`src/hdl/poc_pkg.sv`:
```
// Constants and types shared by the output and configuration register bank.
`default_nettype none
package poc_pkg;

  // ----------------------------------------------------------------------
  // Register subaddresses
  // ----------------------------------------------------------------------
  localparam logic [7:0] POC_ADDR_UNLOCK = 8'h10;
  localparam logic [7:0] POC_ADDR_OUT_EN = 8'h12;
  localparam logic [7:0] POC_ADDR_CFG1 = 8'h13;
  localparam logic [7:0] POC_ADDR_CFG2 = 8'h14;

  // ----------------------------------------------------------------------
  // Reset values and write masks
  // ----------------------------------------------------------------------
  localparam logic [7:0] POC_RST_OUT_EN = 8'h00;
  localparam logic [7:0] POC_RST_CFG1 = 8'h08;
  localparam logic [7:0] POC_RST_CFG2 = 8'h40;
  localparam logic [7:0] POC_MASK_OUT_EN = 8'h7F;
  localparam logic [7:0] POC_MASK_CFG1 = 8'hFF;
  localparam logic [7:0] POC_MASK_CFG2 = 8'hCF;
  localparam logic [7:0] POC_UNLOCK_READ = 8'h00;

  // ----------------------------------------------------------------------
  // Field positions
  // ----------------------------------------------------------------------
  localparam int POC_EN_LINEAR = 0;
  localparam int POC_EN_SW1 = 1;
  localparam int POC_EN_SW2 = 2;
  localparam int POC_EN_SW3 = 3;
  localparam int POC_EN_PIN1 = 4;
  localparam int POC_EN_PIN2 = 5;
  localparam int POC_EN_PIN3 = 6;
  localparam int POC_C1_UVT_LSB = 0;
  localparam int POC_C1_TIGHT = 2;
  localparam int POC_C1_PGD_LSB = 3;
  localparam int POC_C1_ROLE = 5;
  localparam int POC_C1_BUF = 6;
  localparam int POC_C1_PB_LONG = 7;
  localparam int POC_C2_SW2_LIM_LSB = 0;
  localparam int POC_C2_SW3_LIM_LSB = 2;
  localparam int POC_C2_UVH = 6;
  localparam int POC_C2_WARM = 7;

  // ----------------------------------------------------------------------
  // Timing
  // ----------------------------------------------------------------------
  localparam int POC_REF_CLK_HZ = 20_000_000;
  localparam int POC_TICK_MS = 1;
  localparam int POC_TICK_CYCLES = POC_REF_CLK_HZ / 1000 * POC_TICK_MS;
  localparam int POC_PB_SHORT_S = 8;
  localparam int POC_PB_LONG_S = 15;
  localparam logic [13:0] POC_PB_SHORT_TICKS =
    14'(POC_PB_SHORT_S * 1000 / POC_TICK_MS);
  localparam logic [13:0] POC_PB_LONG_TICKS =
    14'(POC_PB_LONG_S * 1000 / POC_TICK_MS);
  localparam int POC_PGD_MS0 = 10;
  localparam int POC_PGD_MS1 = 20;
  localparam int POC_PGD_MS2 = 50;
  localparam int POC_PGD_MS3 = 150;

  // ----------------------------------------------------------------------
  // Types
  // ----------------------------------------------------------------------
  typedef struct packed {
    logic wr;
    logic rd;
    logic [7:0] addr;
    logic [7:0] data;
  } poc_reg_req_type;

  typedef struct packed {
    logic linear_reg_on;
    logic switch_one_on;
  } poc_seq_type;

endpackage : poc_pkg
`default_nettype wire

```
`src/hdl/poc_pin_sync.sv`:
```
// Pin synchroniser: three flops, output moves when the last two agree.
`default_nettype none
module poc_pin_sync (
  input wire logic i_ref_clk,
  input wire logic i_rst,
  input wire logic i_pin,
  output logic o_level
);

  logic [2:0] stage_q;
  logic [2:0] stage_d;
  logic level_q;
  logic level_d;

  always_comb begin
    stage_d = {stage_q[1:0], i_pin};
    level_d = (stage_q[1] == stage_q[2]) ? stage_q[2] : level_q;
  end

  always_ff @(posedge i_ref_clk or posedge i_rst) begin
    if (i_rst) begin
      stage_q <= 3'h7;
      level_q <= 1'b1;
    end else begin
      stage_q <= stage_d;
      level_q <= level_d;
    end
  end

  assign o_level = level_q;

endmodule : poc_pin_sync
`default_nettype wire

```
`src/hdl/poc_regs.sv`:
```
// Protected output enable and configuration registers with their pin logic.
`default_nettype none
module poc_regs
  import poc_pkg::*;
#(
  parameter int TICK_CYCLES = POC_TICK_CYCLES,
  parameter logic [7:0] UNLOCK_KEY = 8'h5A
) (
  input wire logic i_ref_clk,
  input wire logic i_rst,
  input wire poc_reg_req_type i_reg_req,
  input wire logic i_seq_update,
  input wire poc_seq_type i_seq,
  input wire logic i_gen_pin_three,
  input wire logic i_gen_pin_one,
  input wire logic i_push_button_n,
  input wire logic i_power_good_raw,
  output logic [7:0] o_rd_data,
  output logic o_rd_valid,
  output logic o_linear_reg_on,
  output logic o_switch_one_on,
  output logic o_switch_two_on,
  output logic o_switch_three_on,
  output logic o_gen_pin_three_out,
  output logic o_gen_pin_three_oe,
  output logic o_gen_pin_one_out,
  output logic o_gen_pin_one_oe,
  output logic o_gen_out_two_out,
  output logic o_gen_out_two_oe,
  output logic o_buck_pair_warm_reset,
  output logic o_push_button_reset,
  output logic o_power_good,
  output logic o_supervisor_tight,
  output logic [1:0] o_undervolt_threshold,
  output logic o_undervolt_hysteresis,
  output logic [1:0] o_switch_three_limit,
  output logic [1:0] o_switch_two_limit
);

  // ----------------------------------------------------------------------
  // Decoding helpers
  // ----------------------------------------------------------------------
  function automatic logic [7:0] poc_pgd_ticks(input logic [1:0] code);
    case (code)
      2'h0: poc_pgd_ticks = 8'(POC_PGD_MS0 / POC_TICK_MS);
      2'h1: poc_pgd_ticks = 8'(POC_PGD_MS1 / POC_TICK_MS);
      2'h2: poc_pgd_ticks = 8'(POC_PGD_MS2 / POC_TICK_MS);
      default: poc_pgd_ticks = 8'(POC_PGD_MS3 / POC_TICK_MS);
    endcase
  endfunction : poc_pgd_ticks

  function automatic logic poc_is_protected(input logic [7:0] addr);
    poc_is_protected = (addr == POC_ADDR_OUT_EN) ||
      (addr == POC_ADDR_CFG1) || (addr == POC_ADDR_CFG2);
  endfunction : poc_is_protected

  // ----------------------------------------------------------------------
  // Pin synchronisers
  // ----------------------------------------------------------------------
  logic [3:0] pin_raw;
  logic [3:0] pin_s;
  logic pin_three_s, button_s, pg_raw_s, pin_one_s;
  assign pin_raw = {i_gen_pin_one, i_power_good_raw, i_push_button_n,
    i_gen_pin_three};
  assign {pin_one_s, pg_raw_s, button_s, pin_three_s} = pin_s;

  genvar gi;
  for (gi = 0; gi < 4; gi++) begin : g_sync
    poc_pin_sync u_sync (
      .i_ref_clk(i_ref_clk),
      .i_rst(i_rst),
      .i_pin(pin_raw[gi]),
      .o_level(pin_s[gi])
    );
  end

  // ----------------------------------------------------------------------
  // Register file
  // ----------------------------------------------------------------------
  logic [7:0] en_q, en_d, cfg1_q, cfg1_d, cfg2_q, cfg2_d;
  logic armed_q, armed_d, rd_valid_q, rd_valid_d;
  logic [7:0] rd_data_q, rd_data_d;
  logic wr_ok;

  assign wr_ok = i_reg_req.wr && armed_q &&
    poc_is_protected(i_reg_req.addr);

  always_comb begin
    en_d = en_q;
    cfg1_d = cfg1_q;
    cfg2_d = cfg2_q;
    armed_d = armed_q;
    rd_valid_d = i_reg_req.rd;
    rd_data_d = 8'h00;
    if (i_reg_req.wr) begin
      armed_d = (i_reg_req.addr == POC_ADDR_UNLOCK) &&
        (i_reg_req.data == UNLOCK_KEY);
    end
    if (wr_ok) begin
      case (i_reg_req.addr)
        POC_ADDR_OUT_EN: en_d = i_reg_req.data & POC_MASK_OUT_EN;
        POC_ADDR_CFG1: cfg1_d = i_reg_req.data & POC_MASK_CFG1;
        POC_ADDR_CFG2: cfg2_d = i_reg_req.data & POC_MASK_CFG2;
        default: en_d = en_q;
      endcase
    end
    // The sequencer wins over a host write in the same cycle.
    if (i_seq_update) begin
      en_d[POC_EN_LINEAR] = i_seq.linear_reg_on;
      en_d[POC_EN_SW1] = i_seq.switch_one_on;
    end
    if (i_reg_req.rd) begin
      case (i_reg_req.addr)
        POC_ADDR_UNLOCK: rd_data_d = POC_UNLOCK_READ;
        POC_ADDR_OUT_EN: rd_data_d = en_q;
        POC_ADDR_CFG1: rd_data_d = cfg1_q;
        POC_ADDR_CFG2: rd_data_d = cfg2_q;
        default: rd_data_d = 8'h00;
      endcase
    end
  end

  always_ff @(posedge i_ref_clk or posedge i_rst) begin
    if (i_rst) begin
      en_q <= POC_RST_OUT_EN;
      cfg1_q <= POC_RST_CFG1;
      cfg2_q <= POC_RST_CFG2;
      armed_q <= 1'b0;
      rd_valid_q <= 1'b0;
      rd_data_q <= 8'h00;
    end else begin
      en_q <= en_d;
      cfg1_q <= cfg1_d;
      cfg2_q <= cfg2_d;
      armed_q <= armed_d;
      rd_valid_q <= rd_valid_d;
      rd_data_q <= rd_data_d;
    end
  end

  // ----------------------------------------------------------------------
  // Pin drivers
  // ----------------------------------------------------------------------
  logic p3_oe_q, p3_oe_d, p1_oe_q, p1_oe_d, o2_out_q, o2_out_d;
  logic o2_oe_q, o2_oe_d, warm_q, warm_d;
  logic o2_level;

  always_comb begin
    p3_oe_d = !cfg2_q[POC_C2_WARM] && !en_q[POC_EN_PIN3];
    warm_d = cfg2_q[POC_C2_WARM] && !pin_three_s;
    p1_oe_d = !cfg1_q[POC_C1_ROLE] && !en_q[POC_EN_PIN1];
    o2_level = cfg1_q[POC_C1_ROLE] ? pin_one_s : en_q[POC_EN_PIN2];
    // Push-pull high comes from the switch one input supply.
    o2_out_d = cfg1_q[POC_C1_BUF] && o2_level;
    o2_oe_d = cfg1_q[POC_C1_BUF] || !o2_level;
  end

  always_ff @(posedge i_ref_clk or posedge i_rst) begin
    if (i_rst) begin
      p3_oe_q <= 1'b0;
      warm_q <= 1'b0;
      p1_oe_q <= 1'b0;
      o2_out_q <= 1'b0;
      o2_oe_q <= 1'b0;
    end else begin
      p3_oe_q <= p3_oe_d;
      warm_q <= warm_d;
      p1_oe_q <= p1_oe_d;
      o2_out_q <= o2_out_d;
      o2_oe_q <= o2_oe_d;
    end
  end

  // ----------------------------------------------------------------------
  // Millisecond tick, push-button and power-good timers
  // ----------------------------------------------------------------------
  // The tick runs free, so each timed wait is short by up to one tick.
  logic [15:0] div_q, div_d;
  logic tick;
  logic [13:0] pb_cnt_q, pb_cnt_d, pb_limit;
  logic pb_done_q, pb_done_d, pb_rst_q, pb_rst_d;
  logic [7:0] pg_cnt_q, pg_cnt_d;
  logic pg_q, pg_d;

  assign tick = (div_q == 16'(TICK_CYCLES - 1));
  assign pb_limit = cfg1_q[POC_C1_PB_LONG] ? POC_PB_LONG_TICKS
                                           : POC_PB_SHORT_TICKS;

  always_comb begin
    div_d = tick ? 16'h0000 : 16'(div_q + 16'h0001);
    pb_cnt_d = pb_cnt_q;
    pb_done_d = pb_done_q;
    pb_rst_d = 1'b0;
    if (button_s) begin
      pb_cnt_d = 14'h0000;
      pb_done_d = 1'b0;
    end else if (tick && !pb_done_q) begin
      if (pb_cnt_q >= 14'(pb_limit - 14'h0001)) begin
        pb_rst_d = 1'b1;
        pb_done_d = 1'b1;
      end else begin
        pb_cnt_d = 14'(pb_cnt_q + 14'h0001);
      end
    end
    pg_cnt_d = pg_cnt_q;
    pg_d = pg_q;
    if (!pg_raw_s) begin
      pg_d = 1'b0;
      pg_cnt_d = 8'h00;
    end else if (tick && !pg_q) begin
      if (pg_cnt_q >= 8'(poc_pgd_ticks(cfg1_q[POC_C1_PGD_LSB +: 2])
                         - 8'h01)) begin
        pg_d = 1'b1;
      end else begin
        pg_cnt_d = 8'(pg_cnt_q + 8'h01);
      end
    end
  end

  always_ff @(posedge i_ref_clk or posedge i_rst) begin
    if (i_rst) begin
      div_q <= 16'h0000;
      pb_cnt_q <= 14'h0000;
      pb_done_q <= 1'b0;
      pb_rst_q <= 1'b0;
      pg_cnt_q <= 8'h00;
      pg_q <= 1'b0;
    end else begin
      div_q <= div_d;
      pb_cnt_q <= pb_cnt_d;
      pb_done_q <= pb_done_d;
      pb_rst_q <= pb_rst_d;
      pg_cnt_q <= pg_cnt_d;
      pg_q <= pg_d;
    end
  end

  // ----------------------------------------------------------------------
  // Outputs
  // ----------------------------------------------------------------------
  assign o_rd_data = rd_data_q;
  assign o_rd_valid = rd_valid_q;
  assign o_linear_reg_on = en_q[POC_EN_LINEAR];
  assign o_switch_one_on = en_q[POC_EN_SW1];
  assign o_switch_two_on = en_q[POC_EN_SW2];
  assign o_switch_three_on = en_q[POC_EN_SW3];
  assign o_gen_pin_three_out = 1'b0;
  assign o_gen_pin_three_oe = p3_oe_q;
  assign o_gen_pin_one_out = 1'b0;
  assign o_gen_pin_one_oe = p1_oe_q;
  assign o_gen_out_two_out = o2_out_q;
  assign o_gen_out_two_oe = o2_oe_q;
  assign o_buck_pair_warm_reset = warm_q;
  assign o_push_button_reset = pb_rst_q;
  assign o_power_good = pg_q;
  assign o_supervisor_tight = cfg1_q[POC_C1_TIGHT];
  assign o_undervolt_threshold = cfg1_q[POC_C1_UVT_LSB +: 2];
  assign o_undervolt_hysteresis = cfg2_q[POC_C2_UVH];
  assign o_switch_three_limit = cfg2_q[POC_C2_SW3_LIM_LSB +: 2];
  assign o_switch_two_limit = cfg2_q[POC_C2_SW2_LIM_LSB +: 2];
endmodule : poc_regs
`default_nettype wire

```
`config.mk`:
```
export PLATFORM = sky130hd
export DESIGN_NAME = poc_regs
export DESIGN_NICKNAME = d
export VERILOG_FILES = /design/src/hdl/poc_pkg.sv /design/src/hdl/poc_pin_sync.sv /design/src/hdl/poc_regs.sv
export SDC_FILE = /design/constraint.sdc
export NUM_CORES = 1
export LEC_CHECK = 0
export BUFFER_PORTS_ARGS = -buffer_cell sky130_fd_sc_hd__buf_2
export CAP_MARGIN = 10
export CORE_ASPECT_RATIO = 0.7
export CORE_MARGIN = 2
export CORE_UTILIZATION = 48
export CTS_CLUSTER_DIAMETER = 200
export DETAILED_ROUTE_END_ITERATION = 8
export PLACE_DENSITY = 0.72
export SETUP_SLACK_MARGIN = 0.2
export SLEW_MARGIN = 20
export SYNTH_ARGS = -nofsm -noshare
export SYNTH_HDL_FRONTEND = slang
export SYNTH_SLANG_ARGS = --single-unit
```
`constraint.sdc`:
```
create_clock -name i_ref_clk -period 3.4 [get_ports i_ref_clk]
set_input_delay 0.17 -clock i_ref_clk [delete_from_list [all_inputs] [get_ports i_ref_clk]]
set_output_delay 0.17 -clock i_ref_clk [all_outputs]
set_load 0.02 [all_outputs]
```
== Word-level counts from Yosys, hierarchy flattened ==
Index checks and enable logic that the tools add are counted.
Cells by class
  $add $sub $neg: 5
  magnitude comparators: 2
  eq/ne operators: 16
  muxes and demuxes: 26
  reduce and logical (&&, ||, !) cells: 33
Operators by type and width (count)
  two-way mux 14 bit: 4
  two-way mux 8 bit: 6
  one-hot mux 8 bit (3 select lines): 2
  == test 8 x 5 -> 1 bit, second input constant: 4
  adder 16 x 1 -> 16 bit, second input constant: 1
  == test 16 x 15 -> 1 bit, second input constant: 1
  two-way mux 16 bit: 1
  AND reduction 2 bit: 8
  adder 14 x 1 -> 14 bit, second input constant: 1
  greater-or-equal comparator 14 bit: 1
  subtractor 14 x 1 -> 14 bit, second input constant: 1
  two-way mux 1 bit: 10
  logical AND 1 bit: 9
  adder 8 x 1 -> 8 bit, second input constant: 1
  == test 8 x 7 -> 1 bit, second input constant: 1
  greater-or-equal comparator 8 bit: 1
  logical NOT 1 bit: 8
  nonzero test 2 bit: 4
  subtractor 8 x 1 -> 8 bit, second input constant: 1
  two-way mux 2 bit: 3
  != test 2 bit, second input constant: 3
  == test 1 bit: 4
  logical OR 1 bit: 3
  == test 2 x 1 -> 1 bit, second input constant: 1
  other kinds (3): 3
Storage, ports and cells
  flip-flop bits (word level): 93
  bits of input ports: 27
  output and inout bits: 30
  word-level logic and storage cells: 108

== Logic depth before layout (Yosys ltp) ==
Gate-level depths: netlist of the first run.
  word-level depth: 9
  depth in mapped cells: 9
  depth with buffers taken out: 8

== Hierarchy ==
A second synthesis of the first run with hierarchy kept.
Second synthesis, totals
  cell total of the unflattened synthesis: 402
  area total of the unflattened synthesis: 4496.8 µm²
By module, submodules not included
  poc_regs: instances 1, cells each 378, area each 4016.4 µm², seq. area each 1929.4 µm²
  poc_pin_sync: instances 4, cells each 6, area each 120.1 µm², seq. area each 105.1 µm²

== Worst setup path before layout of the first run ==
OpenSTA, ideal clock, no wires.
  kind: register to register
  from: register cfg1_q[7]
  to: register pb_cnt_q[6]
  library setup time: 125 ps
  arrival time: 2038 ps
  required time: 3275 ps
  slack: 1237 ps
  stages on the path, launching flop included: 9
  buffers on the path: 1
  clock period less this slack: 2163 ps
  cells stage by stage: dfrtp_1 inv_1 ha_1 and3_1 o2111ai_1 o211ai_1 buf_2 nor4_1 mux2_2
Between the ends
  longest elaborated chain between the ends: 5
RTL lines
  from (decl): line poc_regs.sv:80  | logic [7:0] en_q, en_d, cfg1_q, cfg1_d, cfg2_q, cfg2_d;
  from (signal assigned): line poc_regs.sv:133  | cfg1_q <= cfg1_d;
  two-way mux 14 bit: line poc_regs.sv:186  | assign pb_limit = cfg1_q[POC_C1_PB_LONG] ? POC_PB_LONG_TICKS
  subtractor 14 x 1 -> 14 bit: line poc_regs.sv:198  | if (pb_cnt_q >= 14'(pb_limit - 14'h0001)) begin
  greater-or-equal comparator 14 bit: line poc_regs.sv:198
  != test 2 x 1 -> 1 bit (no line)
  AND reduction 2 bit (no line)
  to (signal assigned): line poc_regs.sv:230  | pb_cnt_q <= pb_cnt_d;
  to (decl): line poc_regs.sv:180  | logic [13:0] pb_cnt_q, pb_cnt_d, pb_limit;
Every way passes these cells.
A chain may end at the register's enable or synchronous reset.

== Worst setup path in the final report of the first run ==
  from: register cfg1_q[3]
  to: register pg_cnt_q[6]
Between the ends
  longest elaborated chain between the ends: 8
  elaborated cells between the ends (all ways): 10
  classes of those cells: add/sub (1); order compare (1); eq/ne (3); mux (3); reduce/logical (2)
RTL lines
  == test 2 bit (tied with other cells): line poc_regs.sv:44  | case (code)
  one-hot mux 8 bit (3 select lines) *: line poc_regs.sv:44
  two-way mux 8 bit *: line poc_regs.sv:210  | end else if (tick && !pg_q) begin
  two-way mux 8 bit *: line poc_regs.sv:207  | if (!pg_raw_s) begin
  subtractor 8 x 1 -> 8 bit *: line poc_regs.sv:212  | - 8'h01)) begin
  greater-or-equal comparator 8 bit *: line poc_regs.sv:211  | if (pg_cnt_q >= 8'(poc_pgd_ticks(cfg1_q[POC_C1_PGD_LSB +: 2])
  != test 2 bit (no line) *
  AND reduction 2 bit (no line) *
  to (signal assigned): line poc_regs.sv:233  | pg_cnt_q <= pg_cnt_d;
  to (decl): line poc_regs.sv:182  | logic [7:0] pg_cnt_q, pg_cnt_d;
Mark *: on every way between the ends. The rest lies on a longest branch, timed or not. The select of a mux whose other input is x is not followed.

==> results of run 1 <==
==> layer usage <==
layer,up-vias,wire [um]
met5,-,0
met3,16,491
met4,0,189
li1,1562,-
met2,94,4100
met1,1573,4181
==> cell usage after synthesis, drive strengths merged (3+ instances only) <==
master / count
and3: 7
nand2: 35
o31ai: 10
o211ai: 7
nand2b: 6
dfstp: 18
nor3: 10
dfrtp: 75
mux2: 21
or4: 11
nor4: 5
a21oi: 24
inv: 13
or3: 3
o21ai: 8
nand4: 10
maj3: 4
nor2: 32
nor2b: 5
nand3: 13
ha: 16
nand4b: 4
xor2: 7
buf: 12
clkbuf: 7
mux2i: 10
xnor2: 7
==> through the flow <==
step / cell area, um^2 / instances / total power [W]
finish: 5119 / 588 / 0.002278
global route: 5119 / 588 / 0.002360
CTS: 5117 / 588 / 0.002300
detailed placement: 4752 / 567 / 0.001247
global placement: 4752 / 567 / 0.001244
floorplan: 4409 / 405 / 0.001210
==> final cells by class <==
| cell class | count | area share, % |
|---|---|---|
| repair buffers | 62 | 6.698 |
| clock buffers | 9 | 4.400 |
| inverters | 13 | 1.002 |
| clock inverters | 7 | 1.760 |
| multi-input cells | 280 | 37.20 |
| flip-flops and latches | 93 | 45.91 |
| well taps | 124 | 3.031 |
==> sequential cells by signal, summed over array words and instances, names as in the netlist <==
name,count
o_rd_data,8
o_power_good,1
pg_cnt_q,8
g_sync.u_sync.o_level,4
div_q,16
cfg2_q,6
pb_cnt_q,14
en_q,7
o_gen_out_two_out,1
g_sync.u_sync.stage_q,12
o_rd_valid,1
pb_done_q,1
o_gen_out_two_oe,1
o_gen_pin_one_oe,1
armed_q,1
o_gen_pin_three_oe,1
o_buck_pair_warm_reset,1
cfg1_q,8
o_push_button_reset,1
==> report_power, final <==
part / internal, W / total (W) / switching (W)
clock network: 0.000589 / 0.00105 / 0.000459
logic: 0.0000297 / 0.0000797 / 0.0000499
registers: 0.00113 / 0.00115 / 0.0000198
==> final timing paths <==
| check | slack [ns] | to | cells after the start | start |
|---|---|---|---|---|
| max in group asynchronous | 2.69 | cfg1_q[3] | 3 | i_rst |
| max | 0.84 | pg_cnt_q[6] | 7 | cfg1_q[3] |
| min in group i_ref_clk | 0.03 | en_q[0] | 3 | i_seq[1] |
| min | -0.05 | pb_cnt_q[10] | 2 | i_rst |
| max reg2reg | 0.84 | pg_cnt_q[6] | 7 | cfg1_q[3] |
| min reg2reg | 0.36 | g_sync[3].u_sync.stage_q[1] | 0 | g_sync[3].u_sync.stage_q[0] |
==> cells in the final DEF (no fill, tap or decap), types with 9 or more instances in the layout <==
cell type  synthesis  final
a21oi_1           24     24
mux2_2            21     21
nand4_1           10     10
or4_1             11     11
ha_1              16     16
inv_1             13     12
nand3_1           13     13
dfrtp_1           75     75
nor2_1            32     32
nor3_1             9      9
mux2i_1           10     10
dfstp_2           18     18
clkbuf_16          0      9
o31ai_1           10     10
buf_2              4     54
nand2_1           35     35
==> kinds of logic after synthesis <==
group	after synthesis
AND/OR/NAND/NOR	153
flip-flops	93
AO/OA/AOI/OAI	59
buffers and inverters	32
multiplexers	31
adder cells (fa/ha/maj)	20
XOR/XNOR	14
other	2
==> repair_timing <==
action                                 4_1_cts  5_1_grt
setup endpoints to repair                    0        0
endpoints found under the hold margin        5        0
hold buffers                                 5        0
==> critical path: stages (launching register included) <==
cell,delay (ns)
dfstp_2,0.57
nand2_1,0.09
ha_1,0.32
a41oi_1,0.21
o21ai_0,0.15
a22oi_1,0.76
nand4_1,0.23
o211ai_1,0.15
==> summary.md, run 1 <==
| Metric | Value |
|---|---|
| Initial core utilization | roughly 49% |
| Slew Limit Headroom | about 39% |
| Syn Inst Count | 404 |
| Filler instances | 773 |
| Worst setup margin | about 0.84 ns |
| Die Ht | approximately 84 um |
| Top Usage Layer GRT | met2 |
| Met3 usage in global routing | 5.299% |
| Final hold violation count | 48 |
| Total grt overflow | 0 |
| NumNets Final | around 500 |
| CTS Buf Count | 9 |
| Met2 Track Usage GR | 30.16% |
| Async set-or-reset flop fraction in the synthesized netlist | 100.0% |
| VDD IR max | 0.0003357 V |
| Failing checks | negative hold slack |
| DRC viols | 0 |
| Top cells by area, synth | dfrtp_1 (43%), dfstp_2 (11%), mux2_2 (5.4%) |
| Post-CTS sizing | 0 |
| Synth cell types | just under 50 |
| Root Buffer Master | clkbuf_16 |
| Seq. cell area | approximately 2300 um^2 |
| Largest net degree at the start of global routing | 59 |
| I/O pin total | 57 |
| Routed WL per cell | about 15 um |
| RSZ-0062 raised after global routing | false |
| Buffers added on ports | 54 |
| Synth Area in Adders | around 5.5% |
| First-pass detailed-route iteration total | 4 |
| # diodes | 0 |
| Sequential cell area fraction in the yosys report | a little over half |
| Yosys top cell area share | between 40 and 50% |
| Startpoint types | flop |
| XOR/XNOR Fraction of Synth Area | around 2.8% |
| Fraction of layout cells with a size suffix above 1 | about a quarter |
| Fin crit period | between 2 and 3 ns |
| GRT Total Usage | around 19% |
| Std cell rows | 29 |
| Setup Total Neg Slack | 0 ns |
| Maximum fanout along the worst path | 10 |
| Via count | 3245 |
| Multi-input logic area | 1904 um^2 |
| First-pass GRT wire length | ~15000 um |
| Tcrit/Tclk final | roughly 75% |
| Post-Route WL | 8962 um |
| Largest family of logic cells by synthesized area | simple AND/OR/NAND/NOR gates |
| Required time of the critical path | approximately 3.7 ns |
| Clock slew at reported path FFs | about 0.070 ns |
| Compound-Gate Fraction of Synth Area | around 8.3% |
| Area leader, netlist | dfrtp_1 |
| Setup violators final | 0 |
| Chip width | 118.5 um |
| Classification of the worst-slack hold path | in -> async |
| Worst-case clock skew | around 0.0066 ns |
| Worst-Margin Slew | 0.9196 ns |
| Postcts setup bufs | 0 |
| Pwr dens | between 400 and 500 nW/um^2 |
| Clock Path Buffers | 2 |
| Final ANT Viol Nets | 0 |
| H-Tree Level Count | 3 |
| Syn_area_per_cell | between 10 and 15 um^2 |
| Pre-CTS WS | 0.9298 ns |
| Max-slew violations | 0 |
| Synth Flop Type | dfrtp_1 |
| Die Area | between 9000 and 10000 um^2 |
| Met1 GRT Util | a little over a quarter |
| Pleak | ~2.3 nW |
| Core Util, Final | a little under three fifths |
| Mux cell area share after synthesis | under 10% |
| Worst setup path category | reg -> reg |
| Worst setup EP type | flop |
| Detailed Route Iter0 Violations | between 100 and 150 |
| Fmax achieved | 390.7 MHz |
| CTS tree | done |
| Area grow syn2layout | 16.19% |
| Final HPWL DP | between 6000 and 7000 um |
| Synth Cell Area | between 4000 and 5000 um^2 |
| Vias in the first global route | ~3.2k |
| Clock latency on the worst-skew pair | ~0.35 ns |
| #FFs+latches synth | 93 |
| Worst EP arrival | around 2.8 ns |
| Initial antenna violation count | 0 |
| GPL Wtd Cong | approximately 0.87 |
| Drt via density | between 5 and 6 |
| Worst Hold Slack | -0.05471 ns |
| CTS Sinks | 93 |
| Number of synthesized flops with an enable pin | 0 |
| Max Cap Viol | 0 |
| Synthesis Warnings | 0 |
| Synth Area in Simple Gates | a little under a fifth |
| Outcome | finished with violations |
| Core Region | around 9000 um^2 |
(Power assumes the default switching activity.)
==> inputs of run 2 (changes only) <==
--- a/config.mk
+++ b/config.mk
@@ -5,6 +5,7 @@
 export SDC_FILE = /design/constraint.sdc
 export NUM_CORES = 1
 export LEC_CHECK = 0
+export ABC_AREA = 1
 export BUFFER_PORTS_ARGS = -buffer_cell sky130_fd_sc_hd__buf_2
 export CAP_MARGIN = 10
 export CORE_ASPECT_RATIO = 0.7
==> constraint.sdc (replaced) <==
create_clock -name i_ref_clk -period 2.65 [get_ports i_ref_clk]
set_input_delay 0.1325 -clock i_ref_clk [delete_from_list [all_inputs] [get_ports i_ref_clk]]
set_output_delay 0.1325 -clock i_ref_clk [all_outputs]
set_load 0.02 [all_outputs]
==> run 2 against run 1 <==
- the run now ends clean
- combinational power up 140%
- worst hold slack better by 0.078 ns
- flip-flop and latch count unchanged
- register-to-register slack worse by 0.24 ns
- synthesized cell count up 51%
- global-route usage up 2.2 points
- via count up 28%
- sequential share of layout area down 4.6 points
- non-clock buffer count up 1
- count of clock-buffer cells in the layout up 2
- critical path type unchanged
- critical endpoint is now pb_cnt_q[7]
- highest routed layer unchanged
==> summary.md, run 2 <==
| Metric | Value |
|---|---|
| Slew Limit Headroom | 56.46% (+18 points) |
| Detailed Route Iter0 Violations | 241 (+67%) |
| Startpoint types | flop |
| Final ANT Viol Nets | 0 (unchanged) |
| Reg2reg start | cfg1_q[7] |
| Maximum fanout along the worst path | 13 (+3) |
| Area leader, netlist | dfrtp_1 |
| Via count | 4165 (+28%) |
| Root Buffer Master | clkbuf_16 |
| Post-Route WL | 11230 um (+25%) |
| Fmax achieved | 487.8 MHz (+25%) |
| #FFs+latches synth | 93 (unchanged) |
| VDD IR max | 0.0004275 V (+27%) |
| Post-CTS sizing | 0 (unchanged) |
| Most frequent cells in the layout | nand2_1 (152), dfrtp_1 (75), inv_1 (72), nor2_1 (64), nand3_1 (63) |
| Synth Cell Area | 4974 um^2 (+13%) |
| Max-slew violations | 0 (unchanged) |
| Synth cell count leaders | nand2_1 (152), dfrtp_1 (75), inv_1 (73) |
| GPL Wtd Cong | 0.8815 (+0.97%) |
| Clock slew at reported path FFs | 0.07 ns (about the same) |
| Fraction of layout cells with a size suffix above 1 | 18.15% (-7.3 points) |
| Initial antenna violation count | 0 (unchanged) |
| Final HPWL DP | 7913 um (+25%) |
| Worst EP arrival | 2.29 ns (-0.53 ns) |
| GRT Total Usage | 21.59% (+2.2 points) |
| Total grt overflow | 0 (unchanged) |
| Core Util, Final | 55.77% (-1.1 points) |
| I/O pin total | 57 (unchanged) |
| RR Endpoint | pb_cnt_q[7] |
| DP Area | 5326 um^2 (+12%) |
| Critical path launch point | cfg1_q[7] |
| Initial core utilization | 48.76% (-0.20 points) |
| Most flop-heavy register | div_q |
| Top cells by area, synth | dfrtp_1 (38%), nand2_1 (11%), dfstp_2 (9.5%) |
| Setup Total Neg Slack | 0 ns (unchanged) |
| Sequential cell area fraction in the yosys report | 47.25% (-6.1 points) |
| Synth Flop Type | dfrtp_1 |
| Number of synthesized flops with an enable pin | 0 (unchanged) |
| Worst setup EP type | flop |
| NumNets Final | 710 (+41%) |
| Core Region | 10200 um^2 (+13%) |
| Commonest non-fill, non-tap cell in the layout | nand2_1 |
| CP Capture Point | pb_cnt_q[7] |
| Biggest regs | div_q (16), pb_cnt_q (14), g_sync.u_sync.stage_q (12) |
| Outcome | finished clean |
| Synthesis Warnings | 0 (unchanged) |
| Worst setup margin | 0.5999 ns (-0.2404 ns) |
| Die Area | 11200 um^2 (+12%) |
| Largest net degree at the start of global routing | 45 (-24%) |
| Routed WL per cell | 13.96 um (-8.4%) |
| Tcrit/Tclk final | 77.36% (+2.1 points) |
| R2R depth | 9 (+2) |
| Yosys top cell area share | 37.74% (-4.9 points) |
| Pwr dens | 529.2 nW/um^2 (+19%) |
| Buffers added on ports | 54 (unchanged) |
| Syn_area_per_cell | 8.140 um^2 (-25%) |
| Fin crit period | 2.050 ns (-0.5096 ns) |
| Drt via density | 5.180 (-6.1%) |
| Design Power | 0.003011 W (+32%) |
| Area grow syn2layout | 14.39% |
| CTS tree | done |
| Vias in the first global route | 4043 (+28%) |
| Std cell rows | 31 (+6.9%) |
| Die Ht | 89.17 um (+6.0%) |
| Pleak | 2.924 nW (+26%) |
| Final hold violation count | 0 (-100%) |
| H-Tree Level Count | 3 (unchanged) |
| DRC viols | 0 (unchanged) |
| Worst-Margin Slew | 0.6517 ns (-0.2680 ns) |
| Clock latency on the worst-skew pair | 0.35 ns (about the same) |
| First-pass GRT wire length | 19040 um (+24%) |
| Clock Path Buffers | 2 (unchanged) |
| Synth cell types | 41 (-16%) |
| Worst R2R Setup Slack | 0.60 ns (-0.24 ns) |
| Largest register FFs | 16 (unchanged) |
| # diodes | 0 (unchanged) |
| Count leader, synth | nand2_1 |
| First-pass detailed-route iteration total | 5 (+1) |
| CTS Buf Count | 9 (unchanged) |
| RSZ-0062 raised after global routing | false |
| Worst-case clock skew | 0.01004 ns (+0.003439 ns) |
| Finished layout cell area | 5689 um^2 (+11%) |
| Worst setup path category | reg -> reg |
| Max Cap Viol | 0 (unchanged) |
| Required time of the critical path | 2.89 ns (-0.77 ns) |
| Chip width | 125.7 um (+6.0%) |
| Setup violators final | 0 (unchanged) |
| Classification of the worst-slack hold path | in -> reg |
| Pre-CTS WS | 0.6251 ns (-0.3047 ns) |
| CTS Sinks | 93 (unchanged) |
| Syn Inst Count | 611 (+51%) |
| Async set-or-reset flop fraction in the synthesized netlist | 100.0% (unchanged) |
## run 2: per-stage QoR
stage / hold WS (ns) / cells
final: 0.02352 / 804
after global routing: 0.02389 / 804
after CTS: 0.01301 / 804
after detailed placement: 0.2388 / 782
after global placement: 0.2377 / 782
after floorplan: 0.1370 / 612
## run 2: routing by layer
metal,part of all wire [%],wire length (um),GRT usage [%]
met2,46,5181,36.07
met5,0,0,0
met4,0.81,91,5.253
met1,46,5163,28.51
met3,7.0,788,5.925
## run 2: what timing repair did
action | in CTS | in global routing
endpoints found under the hold margin | 25 | 0
buffers inserted | 0 | 0
hold buffers | 6 | 0
## run 2: layout make-up
cell class,instances,area [um^2]
clock buffer,11,242.7
clock inverter,5,60.06
fill,942,4512
inverter,75,285.3
multi-input combinational,425,2221
sequential,93,2350
tap,132,165.2
timing repair buffer,63,365.4
## run 2: logic make-up after synthesis
group                      after synthesis  synth area share [%]
and+or+nand+nor                        336                 31.32
adders and majority gates               20                 4.830
DFF                                     93                 47.25
other                                    2                0.1510
AOI/OAI and AO/OA                       53                 5.912
muxes                                    2                0.4277
xor gates and xnor gates                11                 1.937
buffers and inverters                   94                 8.176
## run 2: worst min-delay path by stage
stage / from / to / slack, ns / cells past startpoint
finish: i_reg_req[3] / cfg1_q[3] / 0.02 / 3
global route: i_reg_req[3] / cfg1_q[3] / 0.02 / 3
CTS: i_reg_req[3] / cfg1_q[3] / 0.01 / 3
detailed placement: i_push_button_n / g_sync[1].u_sync.stage_q[0] / 0.24 / 1
global placement: i_gen_pin_three / g_sync[0].u_sync.stage_q[0] / 0.24 / 1
floorplan: i_gen_pin_three / g_sync[0].u_sync.stage_q[0] / 0.14 / 0
## run 2: worst max-delay path, stage by stage, from the launching register on
cell and delay (ns):
dfrtp_1 0.46, inv_1 0.14, ha_1 0.32, nand4_1 0.14, nor2_1 0.12, nand2_1 0.09
nand3_1 0.12, nand2_1 0.29, nand3_1 0.18, nand2_1 0.08
## run 2: report_power, final
part           switching [W]  internal, W
Clock               0.000549     0.000759
Sequential         0.0000450      0.00147
Combinational       0.000123    0.0000672
Total               0.000717      0.00229
==> inputs of run 3 (changes only) <==
==> constraint.sdc (replaced) <==
create_clock -name i_ref_clk -period 2 [get_ports i_ref_clk]
set_input_delay 0.1 -clock i_ref_clk [delete_from_list [all_inputs] [get_ports i_ref_clk]]
set_output_delay 0.1 -clock i_ref_clk [all_outputs]
set_load 0.02 [all_outputs]
==> run 3 against run 2 <==
- worst setup slack got worse by 0.39 ns
- highest routed layer unchanged
- combinational power is 67% higher
- via count rose by 4.2%
- total power is 34% higher
- maximum frequency rose by 15%
- utilization is 4.3 points higher
- non-clock buffer count grew 17
- critical path type unchanged
- die area is the same
- worst hold slack worse by 0.015 ns
- sequential power grew 32%
- largest cell class is now multi-input combinational cells
- clock skew shrank 0.0019 ns
==> summary.md, run 3 (same netlist as run 2, synthesis figures left out) <==
| Metric | Value |
|---|---|
| Outcome | finished clean |
| Core Util, Final | 60.05% (+4.3 points) |
| CP Capture Point | pb_cnt_q[2] |
| Final hold violation count | 0 (unchanged) |
| Delay-heaviest family, CP | simple AND/OR/NAND/NOR gates |
| Clock power frac | 42.7% (-0.7 points) |
| Post-Route WL | 11700 um (+4.2%) |
| WP buf/inv | 0 (-1) |
| GRT Total Usage | 21.10% (-0.49 points) |
| Pre-CTS WS | -0.002658 ns (-0.6278 ns) |
| Sw Pwr | 0.0009707 W (+35%) |
| Fmax achieved | 559.4 MHz (+15%) |
| Setup violators final | 0 (unchanged) |
| Max Cap Viol | 0 (unchanged) |
| RR Endpoint | pb_cnt_q[2] |
| Tcrit/Tclk final | 89.39% (+12 points) |
| Clock Path Buffers | 2 (unchanged) |
| Hold path start | i_reg_req[6] |
| Worst setup path category | reg -> reg |
| Worst-case clock skew | 0.008176 ns (-0.001861 ns) |
| Worst-Margin Slew | 0.5886 ns (-0.06304 ns) |
| Total grt overflow | 0 (unchanged) |
| RSZ-0062 raised after global routing | true |
| Maximum fanout along the worst path | 6 (-7) |
| H-Tree Level Count | 3 (unchanged) |
| Startpoint types | flop |
| Final HPWL DP | 7796 um (-1.5%) |
| Worst path depth | 10 (+1) |
| CTS tree | done |
| Required time of the critical path | 2.23 ns (-0.66 ns) |
| Initial core utilization | 48.76% (unchanged) |
| Std cell rows | 31 (unchanged) |
| Initial antenna violation count | 0 (unchanged) |
| VDD IR max | 0.0006009 V (+41%) |
| Fraction of layout cells with a size suffix above 1 | 25.72% (+7.6 points) |
| Clock latency on the worst-skew pair | 0.34 ns (about the same) |
| Via count | 4340 (+4.2%) |
| Chip width | 125.7 um (unchanged) |
| First-pass detailed-route iteration total | 5 (unchanged) |
| Clock slew at reported path FFs | 0.07 ns (about the same) |
| Drt via density | 5.267 (+1.7%) |
| Pwr dens | 660.1 nW/um^2 (+25%) |
| Largest net degree at the start of global routing | 43 (-4.4%) |
| Met3 usage in global routing | 6.104% (+0.18 points) |
| R2R depth | 10 (+1) |
| Biggest regs | div_q (16), pb_cnt_q (14), g_sync.u_sync.stage_q (12) |
| Routed WL per cell | 14.19 um (+1.7%) |
| CP cell instances | ha_1 > nand2_1 > nor2_1 > nand2_1 > nand2_1 > nand2_2 > nand3_4 > nand2_4 > nand3_1 > nand2_1 |
| Commonest non-fill, non-tap cell in the layout | nand2_1 |
| Placed cell count | 791 (+1.2%) |
| Worst setup EP type | flop |
| Max stage delay cell, worst path | dfrtp_2 |
| Most flop-heavy register | div_q |
| Classification of the worst-slack hold path | in -> reg |
| Slew Limit Headroom | 60.68% (+4.2 points) |
| CP most frequent cell | nand2_1 |
| Slowest cell delay on critical path | 0.48 ns (+0.02 ns) |
| Non-Filler Instances | 824 (+2.5%) |
| Largest register FFs | 16 (unchanged) |
| Vias in the first global route | 4093 (+1.2%) |
| Fin crit period | 1.788 ns (-0.2624 ns) |
| Internal power | 0.003073 W (+34%) |
| First-pass GRT wire length | 19000 um (-0.22%) |
| NumNets Final | 730 (+2.8%) |
| GPL Wtd Cong | 0.9238 (+4.8%) |
| Die Area | 11200 um^2 (unchanged) |
| Max-slew violations | 0 (unchanged) |
| Worst R2R Setup Slack | 0.21 ns (-0.39 ns) |
| Top Usage Layer GRT | met2 |
| # diodes | 0 (unchanged) |
| Reg2reg start | cfg1_q[7] |
| Critical path launch point | cfg1_q[7] |
| DRC viols | 0 (unchanged) |
| Met1 GRT Util | 28.20% (-0.31 points) |
| Worst setup margin | 0.2123 ns (-0.3876 ns) |
| Final ANT Viol Nets | 0 (unchanged) |
| Met2 Track Usage GR | 34.69% (-1.4 points) |
| Hold Path Depth | 3 (unchanged) |
| Setup Total Neg Slack | 0 ns (unchanged) |
| Most frequent cells in the layout | nand2_1 (140), dfrtp_1 (73), inv_1 (67), nor2_1 (61), nand3_1 (55) |
| Combinational power share | 7.9% (+1.6 points) |
| CTS Sinks | 93 (unchanged) |
| Detailed Route Iter0 Violations | 223 (-7.5%) |
| Worst EP arrival | 2.01 ns (-0.28 ns) |
| Net Sw Frac | 24.00% (+0.17 points) |
| CTS Buf Count | 9 (unchanged) |
| Core Region | 10200 um^2 (unchanged) |
| I/O pin total | 57 (unchanged) |
| Sequential Power Share | 49.4% (-0.8 points) |
| Die Ht | 89.17 um (unchanged) |
| Root Buffer Master | clkbuf_16 |
| Area grow syn2layout | 23.17% |
| Pleak | 3.024 nW (+3.4%) |
| Buffers added on ports | 54 (unchanged) |
-- run 3: cell count changes in the layout (fill, tap and decap cells not counted), moves of 4 or more --
cell     before  now
nand2_1     152  140
ha_1         16   10
nand2_2       3   12
nand3_2       8   14
ha_4          0    6
inv_1        72   67
buf_4         2   14
inv_2         1    5
nand3_1      63   55
-- run 3: power groups by stage --
stage                     logic (W)  registers (W)  clock network (W)
after floorplan            0.000164        0.00202                  0
after global placement     0.000257        0.00202                  0
after detailed placement   0.000266        0.00203                  0
after CTS                  0.000282        0.00199            0.00176
after global routing       0.000355        0.00200            0.00184
final                      0.000318        0.00200            0.00173
-- run 3: how the worst min path moves through the flow --
stage	end	slack [ns]
5_1_grt	cfg2_q[6]	0.02
6_report	cfg2_q[6]	0.009
2_1_floorplan	g_sync[0].u_sync.stage_q[0]	0.10
3_3_place_gp	div_q[5]	0.19
4_1_cts	cfg2_q[6]	0.003
3_5_place_dp	div_q[5]	0.21
-- run 3: area by class of cell --
cell class / count / area, um^2
fill: 858 / 4075
multi-input combinational: 428 / 2494
sequential: 93 / 2352
timing repair buffer: 80 / 525.5
inverter: 75 / 287.8
clock buffer: 11 / 242.7
tap: 132 / 165.2
clock inverter: 5 / 58.81
-- run 3: routing by layer --
metal  share of wire, %  wire length, um  up-vias
met4                1.1              125        0
met2                 47             5464      158
met1                 44             5143     2050
li1                   -                -     2119
met3                8.2              963       13
met5                  0                0        -
-- run 3: stage by stage --
step                      area, um^2  hold WS, ns  total power, W
after floorplan                 4981       0.1045        0.002183
after global placement          5406       0.1943        0.002280
after detailed placement        5406       0.2057        0.002291
after CTS                       5884     0.002911        0.004035
after global routing            6126      0.01818        0.004203
final                           6126     0.008560        0.004044
-- run 3: worst reg2reg max path, cell delays in order (launching register included) --
cell and delay [ns]:
dfrtp_2 0.48, ha_1 0.33, nand2_1 0.06, nor2_1 0.11, nand2_1 0.06, nand2_1 0.12, nand2_2 0.10, nand3_4 0.14
nand2_4 0.10, nand3_1 0.10, nand2_1 0.06
-- run 3: what timing repair did --
action,CTS,global route
gates cloned,2,1
pin swaps,3,16
endpoints found under the setup margin,22,23
buffers inserted,0,5
endpoints found under the hold margin,26,0
hold buffers,9,0
resized for setup,14,40
